$ cat src/core/scp_pkg.sv
// Purpose: constants for the six channel pwm core
// Assumes: 8-bit register port, one clock
// Notes: offsets are register addresses on the plain port
package scp_pkg;
    localparam logic [7:0] SCP_ADDR_ALT_PIN_SEL = 8'hc6;
    localparam logic [7:0] SCP_ADDR_TIMED_ACCESS = 8'hc7;
    localparam logic [7:0] SCP_ADDR_PIN_SEL = 8'hde;
    localparam logic [7:0] SCP_ADDR_CONTROL_ONE = 8'hdf;
    localparam logic [7:0] SCP_ADDR_DUTY_BASE = 8'he0;
    localparam logic [7:0] SCP_ADDR_DUTY_LAST = 8'heb;
    localparam logic [7:0] SCP_ADDR_PERIOD_LOW = 8'hec;
    localparam logic [7:0] SCP_ADDR_PERIOD_HIGH = 8'hed;
    localparam logic [7:0] SCP_ADDR_COUNT_LOW = 8'hee;
    localparam logic [7:0] SCP_ADDR_COUNT_HIGH = 8'hef;
    localparam logic [7:0] SCP_ADDR_DT_ENABLE = 8'hf9;
    localparam logic [7:0] SCP_ADDR_DT_COUNT = 8'hfa;
    localparam logic [7:0] SCP_RESET_BYTE = 8'h00;
    localparam logic [7:0] SCP_ALT_PIN_MASK = 8'h2e;
    localparam logic [7:0] SCP_PIN_MASK = 8'h3f;
    localparam logic [7:0] SCP_DT_ENABLE_MASK = 8'h17;
    localparam int SCP_TYPE_BIT = 4;
    localparam int SCP_DT_MSB_BIT = 4;
    localparam int SCP_MODE_LSB = 6;
    localparam int SCP_DIV_LSB = 0;
    localparam logic [7:0] SCP_UNLOCK_FIRST = 8'haa;
    localparam logic [7:0] SCP_UNLOCK_SECOND = 8'h55;
    localparam logic [2:0] SCP_UNLOCK_WINDOW = 3'h4;
    typedef enum {SCP_TA_LOCKED, SCP_TA_HALF, SCP_TA_OPEN} scp_ta_t;
    localparam logic [1:0] SCP_MODE_INDEP = 2'h0;
    localparam logic [1:0] SCP_MODE_COMPL = 2'h1;
    localparam logic [1:0] SCP_MODE_SYNC = 2'h2;
endpackage

$ cat src/core/scp_core.sv
// Purpose: six channel pwm generator with dead time and pin routing
// Assumes: i_clk 20 MHz, synchronous active-low reset, software port
// Notes: gpio levels come from logic on the same clock
//
// The strobed register port was decided locally.
`timescale 1ns/1ps
`default_nettype none
module scp_core import scp_pkg::*; #(
    parameter int CHANNELS = 6,
    parameter int CNT_W = 16,
    parameter int DT_W = 9
) (
    input wire logic i_clk,
    input wire logic i_resetn,
    input wire logic [7:0] i_addr,
    input wire logic [7:0] i_wdata,
    input wire logic i_wr,
    input wire logic i_rd,
    output logic [7:0] o_rdata,
    input wire logic [5:0] i_gpio_pin,
    input wire logic [5:0] i_gpio_alt,
    output logic [5:0] o_pin,
    output logic [5:0] o_alt_pin,
    output logic [5:0] o_pwm
);
    // ****************************************
    // state
    // ****************************************
    typedef struct packed {
        logic [7:0] alt_pin_sel;
        logic [7:0] pin_sel;
        logic [7:0] control_one;
        logic [5:0][CNT_W-1:0] duty;
        logic [CNT_W-1:0] period;
        logic [7:0] dt_enable;
        logic [7:0] dt_count;
        scp_ta_t ta_state;
        logic [2:0] ta_timer;
        logic [6:0] prescale;
        logic [CNT_W-1:0] cnt;
        logic count_down;
        logic [5:0] raw;
        logic [5:0] target_prev;
        logic [2:0][DT_W-1:0] dt_cnt;
        logic [2:0] dt_busy;
        logic [5:0] pwm;
        logic [5:0] pin;
        logic [5:0] alt_pin;
        logic [7:0] rdata;
    } scp_state_t;

    scp_state_t s_reg;
    scp_state_t s_next;

    function automatic logic [CNT_W-1:0] put_byte(input logic [CNT_W-1:0] word,
                                                  input logic high, input logic [7:0] data);
        logic [CNT_W-1:0] res;
        res = word;
        if (high) begin
            res[CNT_W-1:8] = data;
        end else begin
            res[7:0] = data;
        end
        return res;
    endfunction

    logic tick;
    logic [1:0] mode;
    logic [DT_W-1:0] dt_load;
    logic [5:0] target;
    logic [3:0] duty_idx;
    logic protected_ok;

    // ****************************************
    // next state
    // ****************************************
    always_comb begin
        s_next = s_reg;
        mode = s_reg.control_one[SCP_MODE_LSB +: 2];
        dt_load = {s_reg.dt_enable[SCP_DT_MSB_BIT], s_reg.dt_count};
        duty_idx = 4'(i_addr - SCP_ADDR_DUTY_BASE);
        protected_ok = (s_reg.ta_state == SCP_TA_OPEN);
        // prescaler: ratio two to the power of the field
        tick = (s_reg.prescale == 7'((8'h01 << s_reg.control_one[SCP_DIV_LSB +: 3]) - 8'h01));
        s_next.prescale = tick ? 7'h00 : 7'(s_reg.prescale + 7'h01);

        // timed access: aa then 55, then one protected write inside the window
        case (s_reg.ta_state)
            SCP_TA_LOCKED: begin
                if (i_wr && i_addr == SCP_ADDR_TIMED_ACCESS && i_wdata == SCP_UNLOCK_FIRST) begin
                    s_next.ta_state = SCP_TA_HALF;
                end
            end
            SCP_TA_HALF: begin
                if (i_wr && i_addr == SCP_ADDR_TIMED_ACCESS && i_wdata == SCP_UNLOCK_SECOND) begin
                    s_next.ta_state = SCP_TA_OPEN;
                    s_next.ta_timer = SCP_UNLOCK_WINDOW;
                end else begin
                    s_next.ta_state = SCP_TA_LOCKED;
                end
            end
            SCP_TA_OPEN: begin
                s_next.ta_timer = s_reg.ta_timer - 3'h1;
                if (s_reg.ta_timer == 3'h1 || i_wr) begin
                    s_next.ta_state = SCP_TA_LOCKED;
                end
            end
            default: begin
                s_next.ta_state = SCP_TA_LOCKED;
            end
        endcase

        // register writes
        if (i_wr) begin
            if (i_addr == SCP_ADDR_ALT_PIN_SEL) begin
                s_next.alt_pin_sel = i_wdata & SCP_ALT_PIN_MASK;
            end
            if (i_addr == SCP_ADDR_PIN_SEL) begin
                s_next.pin_sel = i_wdata & SCP_PIN_MASK;
            end
            if (i_addr == SCP_ADDR_CONTROL_ONE) begin
                s_next.control_one = i_wdata;
            end
            if (i_addr >= SCP_ADDR_DUTY_BASE && i_addr <= SCP_ADDR_DUTY_LAST) begin
                s_next.duty[duty_idx[3:1]] = put_byte(s_reg.duty[duty_idx[3:1]], duty_idx[0], i_wdata);
            end
            if (i_addr == SCP_ADDR_PERIOD_LOW) begin
                s_next.period = put_byte(s_reg.period, 1'b0, i_wdata);
            end
            if (i_addr == SCP_ADDR_PERIOD_HIGH) begin
                s_next.period = put_byte(s_reg.period, 1'b1, i_wdata);
            end
            // locked writes are dropped silently
            if (i_addr == SCP_ADDR_DT_ENABLE && protected_ok) begin
                s_next.dt_enable = i_wdata & SCP_DT_ENABLE_MASK;
            end
            if (i_addr == SCP_ADDR_DT_COUNT && protected_ok) begin
                s_next.dt_count = i_wdata;
            end
        end

        // register reads, data only in the following cycle
        s_next.rdata = 8'h00;
        if (i_rd) begin
            if (i_addr == SCP_ADDR_ALT_PIN_SEL) begin
                s_next.rdata = s_reg.alt_pin_sel;
            end else if (i_addr == SCP_ADDR_PIN_SEL) begin
                s_next.rdata = s_reg.pin_sel;
            end else if (i_addr == SCP_ADDR_CONTROL_ONE) begin
                s_next.rdata = s_reg.control_one;
            end else if (i_addr >= SCP_ADDR_DUTY_BASE && i_addr <= SCP_ADDR_DUTY_LAST) begin
                s_next.rdata = duty_idx[0] ? s_reg.duty[duty_idx[3:1]][15:8] : s_reg.duty[duty_idx[3:1]][7:0];
            end else if (i_addr == SCP_ADDR_PERIOD_LOW) begin
                s_next.rdata = s_reg.period[7:0];
            end else if (i_addr == SCP_ADDR_PERIOD_HIGH) begin
                s_next.rdata = s_reg.period[15:8];
            end else if (i_addr == SCP_ADDR_COUNT_LOW) begin
                s_next.rdata = s_reg.cnt[7:0];
            end else if (i_addr == SCP_ADDR_COUNT_HIGH) begin
                s_next.rdata = s_reg.cnt[15:8];
            end else if (i_addr == SCP_ADDR_DT_ENABLE) begin
                s_next.rdata = s_reg.dt_enable;
            end else if (i_addr == SCP_ADDR_DT_COUNT) begin
                s_next.rdata = s_reg.dt_count;
            end
        end

        // ****************************************
        // period counter
        // ****************************************
        if (tick) begin
            if (!s_reg.control_one[SCP_TYPE_BIT]) begin
                s_next.count_down = 1'b0;
                // sawtooth: period plus one steps per cycle
                s_next.cnt = (s_reg.cnt >= s_reg.period) ? '0 : CNT_W'(s_reg.cnt + 1'b1);
            end else if (!s_reg.count_down) begin
                // triangle: twice period steps per cycle
                if (s_reg.cnt >= s_reg.period) begin
                    s_next.count_down = (s_reg.period != '0);
                    s_next.cnt = (s_reg.period == '0) ? '0 : CNT_W'(s_reg.cnt - 1'b1);
                end else begin
                    s_next.cnt = CNT_W'(s_reg.cnt + 1'b1);
                end
            end else begin
                if (s_reg.cnt == '0) begin
                    s_next.count_down = 1'b0;
                    s_next.cnt = (s_reg.period == '0) ? '0 : CNT_W'(s_reg.cnt + 1'b1);
                end else begin
                    s_next.cnt = CNT_W'(s_reg.cnt - 1'b1);
                end
            end
        end

        // high below duty: set at zero or down match, cleared at up match
        for (int n = 0; n < CHANNELS; n++) begin
            s_next.raw[n] = (s_reg.cnt < s_reg.duty[n]);
        end

        // ****************************************
        // output modes and dead time
        // ****************************************
        target = s_reg.raw;
        for (int p = 0; p < 3; p++) begin
            case (mode)
                SCP_MODE_COMPL: target[2*p+1] = ~s_reg.raw[2*p];
                SCP_MODE_SYNC: target[2*p+1] = s_reg.raw[2*p];
                default: target[2*p+1] = s_reg.raw[2*p+1];
            endcase
        end
        s_next.target_prev = target;
        for (int p = 0; p < 3; p++) begin
            if (mode == SCP_MODE_COMPL && s_reg.dt_enable[p]) begin
                if ((target[2*p] & ~s_reg.target_prev[2*p]) | (target[2*p+1] & ~s_reg.target_prev[2*p+1])) begin
                    s_next.dt_busy[p] = 1'b1;
                    s_next.dt_cnt[p] = dt_load;
                end else if (s_reg.dt_busy[p]) begin
                    if (s_reg.dt_cnt[p] == '0) begin
                        s_next.dt_busy[p] = 1'b0;
                    end else begin
                        s_next.dt_cnt[p] = DT_W'(s_reg.dt_cnt[p] - 1'b1);
                    end
                end
            end else begin
                s_next.dt_busy[p] = 1'b0;
                s_next.dt_cnt[p] = '0;
            end
            // falling edges pass at once, rising ones wait
            s_next.pwm[2*p] = target[2*p] & ~s_next.dt_busy[p];
            s_next.pwm[2*p+1] = target[2*p+1] & ~s_next.dt_busy[p];
        end

        // ****************************************
        // pin routing
        // ****************************************
        for (int n = 0; n < CHANNELS; n++) begin
            s_next.pin[n] = s_reg.pin_sel[n] ? s_reg.pwm[n] : i_gpio_pin[n];
            s_next.alt_pin[n] = s_reg.alt_pin_sel[n] ? s_reg.pwm[n] : i_gpio_alt[n];
        end
    end

    always_ff @(posedge i_clk) begin
        if (!i_resetn) begin
            s_reg <= '0;
            s_reg.ta_state <= SCP_TA_LOCKED;
        end else begin
            s_reg <= s_next;
        end
    end

    assign o_rdata = s_reg.rdata;
    assign o_pin = s_reg.pin;
    assign o_alt_pin = s_reg.alt_pin;
    assign o_pwm = s_reg.pwm;
endmodule
`default_nettype wire

$ cat config.mk
export PLATFORM = sky130hd
export DESIGN_NAME = scp_core
export DESIGN_NICKNAME = d
export VERILOG_FILES = /design/src/core/scp_pkg.sv /design/src/core/scp_core.sv
export SDC_FILE = /design/constraint.sdc
export NUM_CORES = 1
export LEC_CHECK = 0
export BUFFER_PORTS_ARGS = -buffer_cell sky130_fd_sc_hd__buf_2
export CAP_MARGIN = 15
export CORE_ASPECT_RATIO = 0.9
export CORE_UTILIZATION = 45
export CTS_CLUSTER_SIZE = 10
export DETAILED_ROUTE_END_ITERATION = 6
export GPL_ROUTABILITY_DRIVEN = 0
export REMOVE_ABC_BUFFERS = 1
export SETUP_SLACK_MARGIN = 0.15
export SYNTH_ARGS = -nofsm -noshare
export SYNTH_HDL_FRONTEND = slang
export SYNTH_SLANG_ARGS = --single-unit
$ cat constraint.sdc
create_clock -name i_clk -period 4.8 [get_ports i_clk]
set_input_delay 0.48 -clock i_clk [delete_from_list [all_inputs] [get_ports i_clk]]
set_output_delay 0.48 -clock i_clk [all_outputs]
set_load 0.02 [all_outputs]
==> impl_results.md, run 1 <==
* Status: finished clean
* Reg-to-reg slack, setup at 1580 ps
* TritonCTS clock tree: done
* Yosys cell types at 80
* Min Tclk post-route at 3220 ps
* CP arrival at 3700 ps
* Peak VDD IR at 0.000270 V
* Slew Limit Fails at 0
* Int Power at 3.11 mW
* Sw Share at 24.5%
* Synthesis-stage register bit count at 239
* Number of synthesized flops with an enable pin at 0
* Ys async rst share at 0%
* Reg2reg path depth at 8
* First-pass GRT wire length at 71.4 mm
* Slowest stage cell, crit path: dfxtp_1
* Register area share after synthesis at 33.4%
* CP max stage delay at 900 ps
* CP required at 5280 ps
* Reg2Reg Capture Point: s_reg[74]
* Post-synthesis compound-gate area fraction at 20.4%
* Post-synth top area share at 33.4%
* Hold path start: i_gpio_alt[4]
* Routed wire per std cell at 20.7 um
* Detail Placement HPWL at 31.9 mm
* Dominant cell type by area after synthesis: dfxtp_1
* Most used flip-flop cell after synthesis: dfxtp_1
* Starting Density at 46.0%
* Max reg flops at 199
* Cell area after synthesis at 14300 sq um
* Final TNS setup at 0 ps
* Skew final at 25.1 ps
* Worst hold slack at 119 ps
* Worst setup EP type: register
* Port Buf Inserts at 57
* Sink of the worst hold path: o_alt_pin[4]
* Routed WL at 46.2 mm
* RR Startpoint: s_reg[78]
* Largest net degree at the start of global routing at 102
* RSZ-0062 raised after global routing: false
* Inserted Diodes at 0
* Ys Warns at 0
* Cell with the most instances after synthesis: nand2_1
* Placement Setup Slack at 1320 ps
* Hold WC Path Type: in2reg
* Placement-stage cell area at 14700 sq um
* Setup crit start: s_reg[78]
* First DRT Iteration DRCs at 1282
* Area of the die at 32600 sq um
* Drt via density at 5.90
* Clock transition at path regs at 60 ps
* Drt drc at 0
* Die height at 171 um
* Root buf cell: clkbuf_16
* Core ar. at 31100 sq um
* H-tree depth at 1
* CP Cell Sequence: ha_1, nand4_1, or4_1, o22a_2, a211oi_4, nor2_2, a2bb2oi_1, o32ai_1
* Syn_area_per_cell at 7.84 sq um
* Clock latency on the worst-skew pair at 570 ps
* Synthesized-area fraction occupied by adder cells at 10.2%
* Row count at 61
* Hold Fails Final Rpt at 0
* Commonest cells in the synthesized netlist: nand2_1, dfxtp_1, a21oi_1
* CP Max Fanout at 15
* Drt first pass iters at 7
* Tightest Pin Transition at 1100 ps
* Die extent in x at 190 um
* Post-CTS setup buffers at 0
* CP startpoint kind: register
* Via count at 13200
* Lkg Pwr at 5.64 nW
* Net switching power at 1.01 mW
* CTS Sinks at 239
* Cells taking the most area after synthesis: dfxtp_1, ha_1, nand2_1
* Worst hold stages at 2
* Max Root-Sink Buffers at 3
* Synth-to-layout area growth at 7.89%
* Io pins at 58
* F_max at 310 MHz
* Initial antenna violation count at 0
* CTS Buf Count at 28
* Flop pwr share at 48.4%
* Final #Nets at 1967
* Comb pwr share at 5.3%
* Share of cells above drive strength 1 at 8.17%
* Fillcell total at 3082
* Post-synthesis xor/xnor area fraction at 1.77%
* Syn Inst Count at 1827
* Gr usage total at 28.3%
* Post-CTS Resized at 0
* # hold bufs at CTS at 0
* Fin area at 15500 sq um
* Final setup margin at 1580 ps
* Setup Crit Path Kind: reg2reg
* Relative slew margins at 26.8%
* Post-Synth Simple-Gate Area at 20.2%
* Final setup fails at 0
* Pwr per Cell Area at 267 nW/um^2
* Post-synthesis mux area share at 5.75%
* Clock power share at 46.3%
* Main combinational cell family by area after synthesis: compound AO/OA/AOI/OAI gates
* Final period util at 67.1%
* Max_cap viols at 0
* Vias in the first global route at 12000
* Total global routing overflow at 0
* Post-route ant nets at 0
metrics by stage:
| step | std cells | power [mW] | util (%) |
|---|---|---|---|
| final | 2233 | 4.12 | 49.6 |
| after global routing | 2233 | 4.23 | 49.6 |
| after floorplan | 1708 | 2.14 | - |
| after global placement | 2196 | 2.25 | 47.2 |
| after detailed placement | 2196 | 2.25 | 47.2 |
| after CTS | 2232 | 4.14 | 49.6 |
kinds of logic after synthesis:
group / count (synthesis)
compound gates: 459
xor+xnor: 29
fa+ha+maj: 117
buf+inv: 262
flops: 239
mux: 81
simple gates: 640
how the worst max path moves through the flow:
stage	to	slack, ps	cells past startpoint
CTS	s_reg[72]	1620	8
global placement	o_rdata[0]	1360	9
finish	s_reg[74]	1580	8
floorplan	s_reg[69]	490	5
global route	s_reg[74]	1410	8
detailed placement	o_rdata[0]	1320	7
power groups by stage:
stage	combinational, mW	sequential, mW	clock (mW)
finish	0.218	2.00	1.91
global route	0.231	2.00	2.01
CTS	0.214	2.00	1.93
detailed placement	0.213	2.04	0
global placement	0.212	2.04	0
floorplan	0.0919	2.05	0
worst max-delay path: cells and delay by family, from the launching register on:
family / cells / cell delay (ps)
AOI/OAI and AO/OA: 4 / 1120
adders and majority gates: 1 / 280
DFF: 1 / 900
and+or+nand+nor: 3 / 820
cell usage in the layout (no fill, tap or decap), drive strengths merged, types with 7 or more instances in the layout:
master,Yosys,layout
o21ai,61,61
ha,117,117
o22ai,24,24
xnor2,15,15
nor2b,16,16
a21o,34,34
nand2,290,290
buf,58,79
or3,9,9
nand4,19,19
dfxtp,239,239
mux2,10,10
and3,14,14
nand2b,18,18
xor2,14,14
or4,7,7
a222oi,11,11
inv,141,142
and2,11,11
mux2i,71,71
a21oi,189,189
a22oi,20,20
a211oi,34,34
nor3,23,23
nor4,16,16
a31oi,15,15
nor2,150,150
nand3,46,46
clkbuf,61,35
final cells by class:
| type | count | area, sq um | share of cell area, % |
|---|---|---|---|
| Tap cell | 409 | 512 | 3.31 |
| Multi-Input combinational cell | 1326 | 8400 | 54.3 |
| Timing Repair Buffer | 80 | 458 | 2.96 |
| Sequential cell | 239 | 4780 | 31.0 |
| Inverter | 143 | 542 | 3.50 |
| Clock buffer | 34 | 743 | 4.81 |
| Clock inverter | 2 | 21.3 | 0.138 |
per-layer routing:
metal	GRT usage (%)	routed length (um)	share of wire, %	vias up
li1	-	-	-	6337
met1	40.4	21400	46	6233
met2	44.7	20300	44	535
met3	3.63	3340	7.2	75
met4	7.64	1210	2.6	0
met5	0	0	0	-
No activity file was read; power rests on OpenSTA's default activity.
==> run 2, diff against run 1 <==
--- a/config.mk
+++ b/config.mk
@@ -5,6 +5,7 @@
 export SDC_FILE = /design/constraint.sdc
 export NUM_CORES = 1
 export LEC_CHECK = 0
+export ABC_AREA = 1
 export BUFFER_PORTS_ARGS = -buffer_cell sky130_fd_sc_hd__buf_2
 export CAP_MARGIN = 15
 export CORE_ASPECT_RATIO = 0.9
==> constraint.sdc (replaced) <==
create_clock -name i_clk -period 3.3 [get_ports i_clk]
set_input_delay 0.33 -clock i_clk [delete_from_list [all_inputs] [get_ports i_clk]]
set_output_delay 0.33 -clock i_clk [all_outputs]
set_load 0.02 [all_outputs]
==> impl_results.md, run 2 <==
* Lkg Pwr at 7.07 nW
* Die height at 173 um
* Total global routing overflow at 0
* CTS Sinks at 239
* Final setup margin at 813 ps
* Core ar. at 32000 sq um
* Cells taking the most area after synthesis: dfxtp_1, ha_1, nand2_1
* Root buf cell: clkbuf_16
* CTS Buf Count at 30
* Routed wire per std cell at 18.5 um
* CP arrival at 2980 ps
* Setup Crit Path Kind: reg2reg
* Register area share after synthesis at 32.5%
* Drt via density at 5.54
* Pwr per Cell Area at 400 nW/um^2
* Worst setup EP type: register
* CP max stage delay at 490 ps
* Drt first pass iters at 7
* Area of the die at 33400 sq um
* Drt drc at 4
* Worst path buffer plus inverter count at 3
* Tightest Pin Transition at 852 ps
* Met3 wire len at 3.65 mm
* F_max at 402 MHz
* Final setup fails at 0
* Ys Warns at 0
* First-pass GRT wire length at 75.4 mm
* Gr usage total at 29.2%
* Setup crit start: mode[0]
* CP required at 3790 ps
* Final #Nets at 2311
* Port Buf Inserts at 57
* Io pins at 58
* Placement Setup Slack at 916 ps
* H-tree depth at 1
* Detail Placement HPWL at 35.6 mm
* Synth-to-layout area growth at 10.2%
* Dominant cell type by area after synthesis: dfxtp_1
* Number of synthesized flops with an enable pin at 0
* Share of cells above drive strength 1 at 9.70%
* Cell area after synthesis at 14700 sq um
* CP Cell Sequence: inv_1, ha_1, inv_1, o211ai_1, o21a_1, nand2_1, nand2_1, nor2_1, buf_4, o21ai_1, a21oi_1
* Status: finished with violations
* Max_cap viols at 0
* Commonest cells in the synthesized netlist: nand2_1, inv_1, a21oi_1
* Most used flip-flop cell after synthesis: dfxtp_1
* CP startpoint kind: register
* Syn Inst Count at 2131
* Max reg flops at 199
* Multi-input logic area at 8190 sq um
* Starting Density at 45.9%
* TritonCTS clock tree: done
* Hold path start: i_gpio_pin[3]
* Routed WL at 48.1 mm
* Yosys cell types at 51
* RR Startpoint: mode[0]
* Max Root-Sink Buffers at 3
* Via count at 14400
* Die extent in x at 193 um
* Row count at 62
* M1 WL at 21.8 mm
* Synthesis-stage register bit count at 239
* # hold bufs at CTS at 10
* Post-route ant nets at 0
* Hold Fails Final Rpt at 0
* Min Tclk post-route at 2490 ps
* Peak VDD IR at 0.000357 V
* Post-synth top area share at 32.5%
* Delay-heaviest family, CP: simple AND/OR/NAND/NOR gates
* Hold WC Path Type: in2reg
* Slowest stage cell, crit path: nor2_1
* First DRT Iteration DRCs at 1340
* Syn_area_per_cell at 6.90 sq um
* CP Max Fanout at 14
* Relative slew margins at 42.8%
* Clock transition at path regs at 60 ps
* Post-CTS Resized at 0
* Vias in the first global route at 13400
* Fillcell total at 3259
* Slew Limit Fails at 0
* Clock latency on the worst-skew pair at 580 ps
* Most frequent cells in the layout: nand2_1, inv_1, a21oi_1
* Fin util at 50.6%
* Skew final at 25.3 ps
* Top Metal Used: met4
* Ys async rst share at 0%
* Total area of sequential cells at 4780 sq um
* Failing checks: DRC
* Post-CTS setup buffers at 0
* RSZ-0062 raised after global routing: false
* Final TNS setup at 0 ps
* Initial antenna violation count at 4
* WL met2 at 21.2 mm
* Commonest non-fill, non-tap cell in the layout: nand2_1
* Cell with the most instances after synthesis: nand2_1
* Final period util at 75.4%
* Largest net degree at the start of global routing at 115
==> run 2: cell count changes in the layout (fill, tap and decap cells not counted), sizes merged, moves of 25 or more <==
cell    change
o21ai     +188
inv       +162
nand2      +92
mux2i      -70
a21oi      +63
nand3      +63
nor2       +35
a21o       -33
a211oi     -25
==> run 2: logic make-up (layout without fill, tap and decap cells) <==
kind of cell / after synthesis / in the layout / synth area share [%]
adders and majority gates: 117 / 117 / 9.96
and+or+nand+nor: 768 / 768 / 23.2
buffers and inverters: 408 / 452 / 11.8
DFF: 239 / 239 / 32.5
other: 0 / 2 / 0
xor gates and xnor gates: 34 / 34 / 2.03
muxes: 1 / 1 / 0.0936
AOI/OAI and AO/OA: 564 / 564 / 20.5
==> run 2: tightest hold or removal path: cells and delay by family <==
kind            cells  cell delay [ps]
compound gates      1               60
buf+inv             1               80
simple gates        1               70
==> run 2: metal layers <==
metal  vias up  track usage, %
li1       7096               -
met1      6655            41.0
met2       510            45.1
met4         0            9.09
met5         -               0
met3        92            5.02
==> run 2: report_power, final <==
group	switching, mW	total [mW]	internal [mW]	leakage, nW
clock	1.27	3.06	1.80	0.440
combinational	0.356	0.484	0.128	4.70
sequential	0.0149	2.92	2.91	1.93
==> run 2: per-stage QoR <==
step	power (mW)	hold WS, ps	std cells	instance area (sq um)
floorplan	3.23	423	2027	14100
detailed placement	3.45	454	2536	15200
CTS	6.52	5.59	2591	16200
global route	6.68	34.6	2593	16200
global placement	3.45	450	2536	15200
finish	6.47	17.3	2593	16200
==> run 2: layout make-up <==
cell class / count / area share, %
sequential: 239 / 29.5
multi-input combinational: 1484 / 50.5
inverter: 304 / 7.09
timing repair buffer: 103 / 4.14
clock buffer: 38 / 5.07
clock inverter: 7 / 0.371
tap: 416 / 3.21
antenna: 2 / 0.0309
==> run 2: final timing paths <==
check / endpoint / slack, ps / cells after the start
max reg2reg: s_reg[39] / 810 / 11
max: s_reg[39] / 810 / 11
min reg2reg: s_reg[258] / 460 / 2
min: o_pin[3] / 20 / 3
==> run 3, diff against run 2 <==
==> constraint.sdc (replaced) <==
create_clock -name i_clk -period 2.47 [get_ports i_clk]
set_input_delay 0.247 -clock i_clk [delete_from_list [all_inputs] [get_ports i_clk]]
set_output_delay 0.247 -clock i_clk [all_outputs]
set_load 0.02 [all_outputs]
==> impl_results.md, run 3 (synthesis results as in run 2) <==
* Routed WL at 47.9 mm
* Largest net degree at the start of global routing at 145
* Initial antenna violation count at 1
* Via count at 14500
* Failing checks: DRC
* Clock latency on the worst-skew pair at 560 ps
* Critical Path End: s_reg[83]
* Share of cells above drive strength 1 at 10.3%
* Most used cell, CP: nand2_1
* Post-route ant nets at 0
* Worst hold slack at 98.0 ps
* Setup Crit Path Kind: reg2reg
* Drt via density at 5.56
* Gr usage total at 29.0%
* CP Max Fanout at 10
* Peak VDD IR at 0.000503 V
* Status: finished with violations
* Final setup fails at 0
* Inserted Diodes at 0
* Drt drc at 4
* Tightest Pin Transition at 700 ps
* Die extent in x at 193 um
* Area of the die at 33400 sq um
* Fin area at 16300 sq um
* Most frequent cells in the layout: nand2_1, inv_1, a21oi_1
* Io pins at 58
* CTS Buf Count at 29
* Final TNS setup at 0 ps
* Hold Fails Final Rpt at 0
* Reg2Reg Capture Point: s_reg[83]
* RR Startpoint: s_reg[75]
* Commonest non-fill, non-tap cell in the layout: nand2_1
* Detail Placement HPWL at 35.9 mm
* Final period util at 85.9%
* First DRT Iteration DRCs at 1324
* CP required at 2920 ps
* Vias in the first global route at 13600
* Min Tclk post-route at 2120 ps
* Port Buf Inserts at 57
* Relative slew margins at 53.0%
* Core ar. at 32000 sq um
* Total global routing overflow at 0
* Final #Nets at 2324
* Die height at 173 um
* Starting Density at 45.9%
* CP Cell Sequence: ha_1, nand2_1, nor2_1, nand2_1, nand2_1, nand2_1, nand3_4, nand2_1, inv_1, nand2_1, nand3_1, nand2_1, nand2_1
* Max_cap viols at 0
* CP startpoint kind: register
* CP max stage delay at 630 ps
* Worst setup EP type: register
* Placement-stage cell area at 15400 sq um
* Hold WC Path Type: in2reg
* Clock transition at path regs at 60 ps
* Synth-to-layout area growth at 11.1%
* Slowest stage cell, crit path: dfxtp_1
* Drt first pass iters at 7
* Skew final at 10.3 ps
* Max Root-Sink Buffers at 3
* Slew Limit Fails at 0
* Root buf cell: clkbuf_16
* First-pass GRT wire length at 75.8 mm
* RSZ-0062 raised after global routing: false
* CP arrival at 2570 ps
* Routed wire per std cell at 18.4 um
* TritonCTS clock tree: done
* Pwr per Cell Area at 522 nW/um^2
* Max reg flops at 199
* F_max at 471 MHz
* Lkg Pwr at 7.12 nW
* Reg-to-reg slack, setup at 350 ps
* Reg2reg path depth at 13
* CTS Sinks at 239
* Row count at 62
* H-tree depth at 1
* Setup crit start: s_reg[75]
## run 3: metal layers
layer,GRT usage [%],wire length [um],vias up
met3,4.37,3390,112
met1,40.1,21600,6695
met4,9.68,1580,0
met2,45.9,21400,552
li1,-,-,7112
met5,0,0,-
## run 3: worst min-delay path by stage
stage                     cells after the start     startpoint  slack [ps]            to
after floorplan                               2       i_resetn         340  o_alt_pin[0]
after global placement                        3  i_gpio_alt[4]         430  o_alt_pin[4]
after detailed placement                      3  i_gpio_alt[4]         430  o_alt_pin[4]
after CTS                                     3           i_wr          70    s_reg[260]
after global routing                          3           i_wr          90    s_reg[260]
final                                         3     i_wdata[5]         100     s_reg[95]
## run 3: stage by stage
step / total power, mW / cells / setup WS, ps / util (%)
4_1_cts: 8.59 / 2601 / 283 / 50.9
3_5_place_dp: 4.63 / 2548 / 295 / 47.9
2_1_floorplan: 4.31 / 2027 / 368 / -
6_report: 8.53 / 2601 / 348 / 51.0
3_3_place_gp: 4.62 / 2548 / 326 / 47.9
5_1_grt: 8.80 / 2601 / 145 / 51.0
## run 3: cell type report
type | instances | area (sq um)
Inverter | 304 | 1150
Clock buffer | 39 | 803
Clock inverter | 2 | 35.0
Sequential cell | 239 | 4790
Fill cell | 3229 | 15700
Tap cell | 416 | 520
Multi-Input combinational cell | 1484 | 8210
Timing Repair Buffer | 117 | 831
## run 3: critical path: cells and delay by family, from the launching register on
| kind | cells | cell delay [ps] |
|---|---|---|
| flops | 1 | 630 |
| simple gates | 11 | 950 |
| fa+ha+maj | 1 | 320 |
| buf+inv | 1 | 130 |
## run 3: repair_timing
item,4_1_cts,5_1_grt
endpoints found under the setup margin,0,10
buffers inserted,0,0
hold buffers,12,0
gates resized for setup,0,8
hold endpoints to repair,12,0
## run 3: report_power, final
group | leakage, nW | switching (mW) | internal [mW]
Combinational | 4.78 | 0.484 | 0.187
Sequential | 1.93 | 0.0172 | 3.89
Clock | 0.411 | 1.63 | 2.32
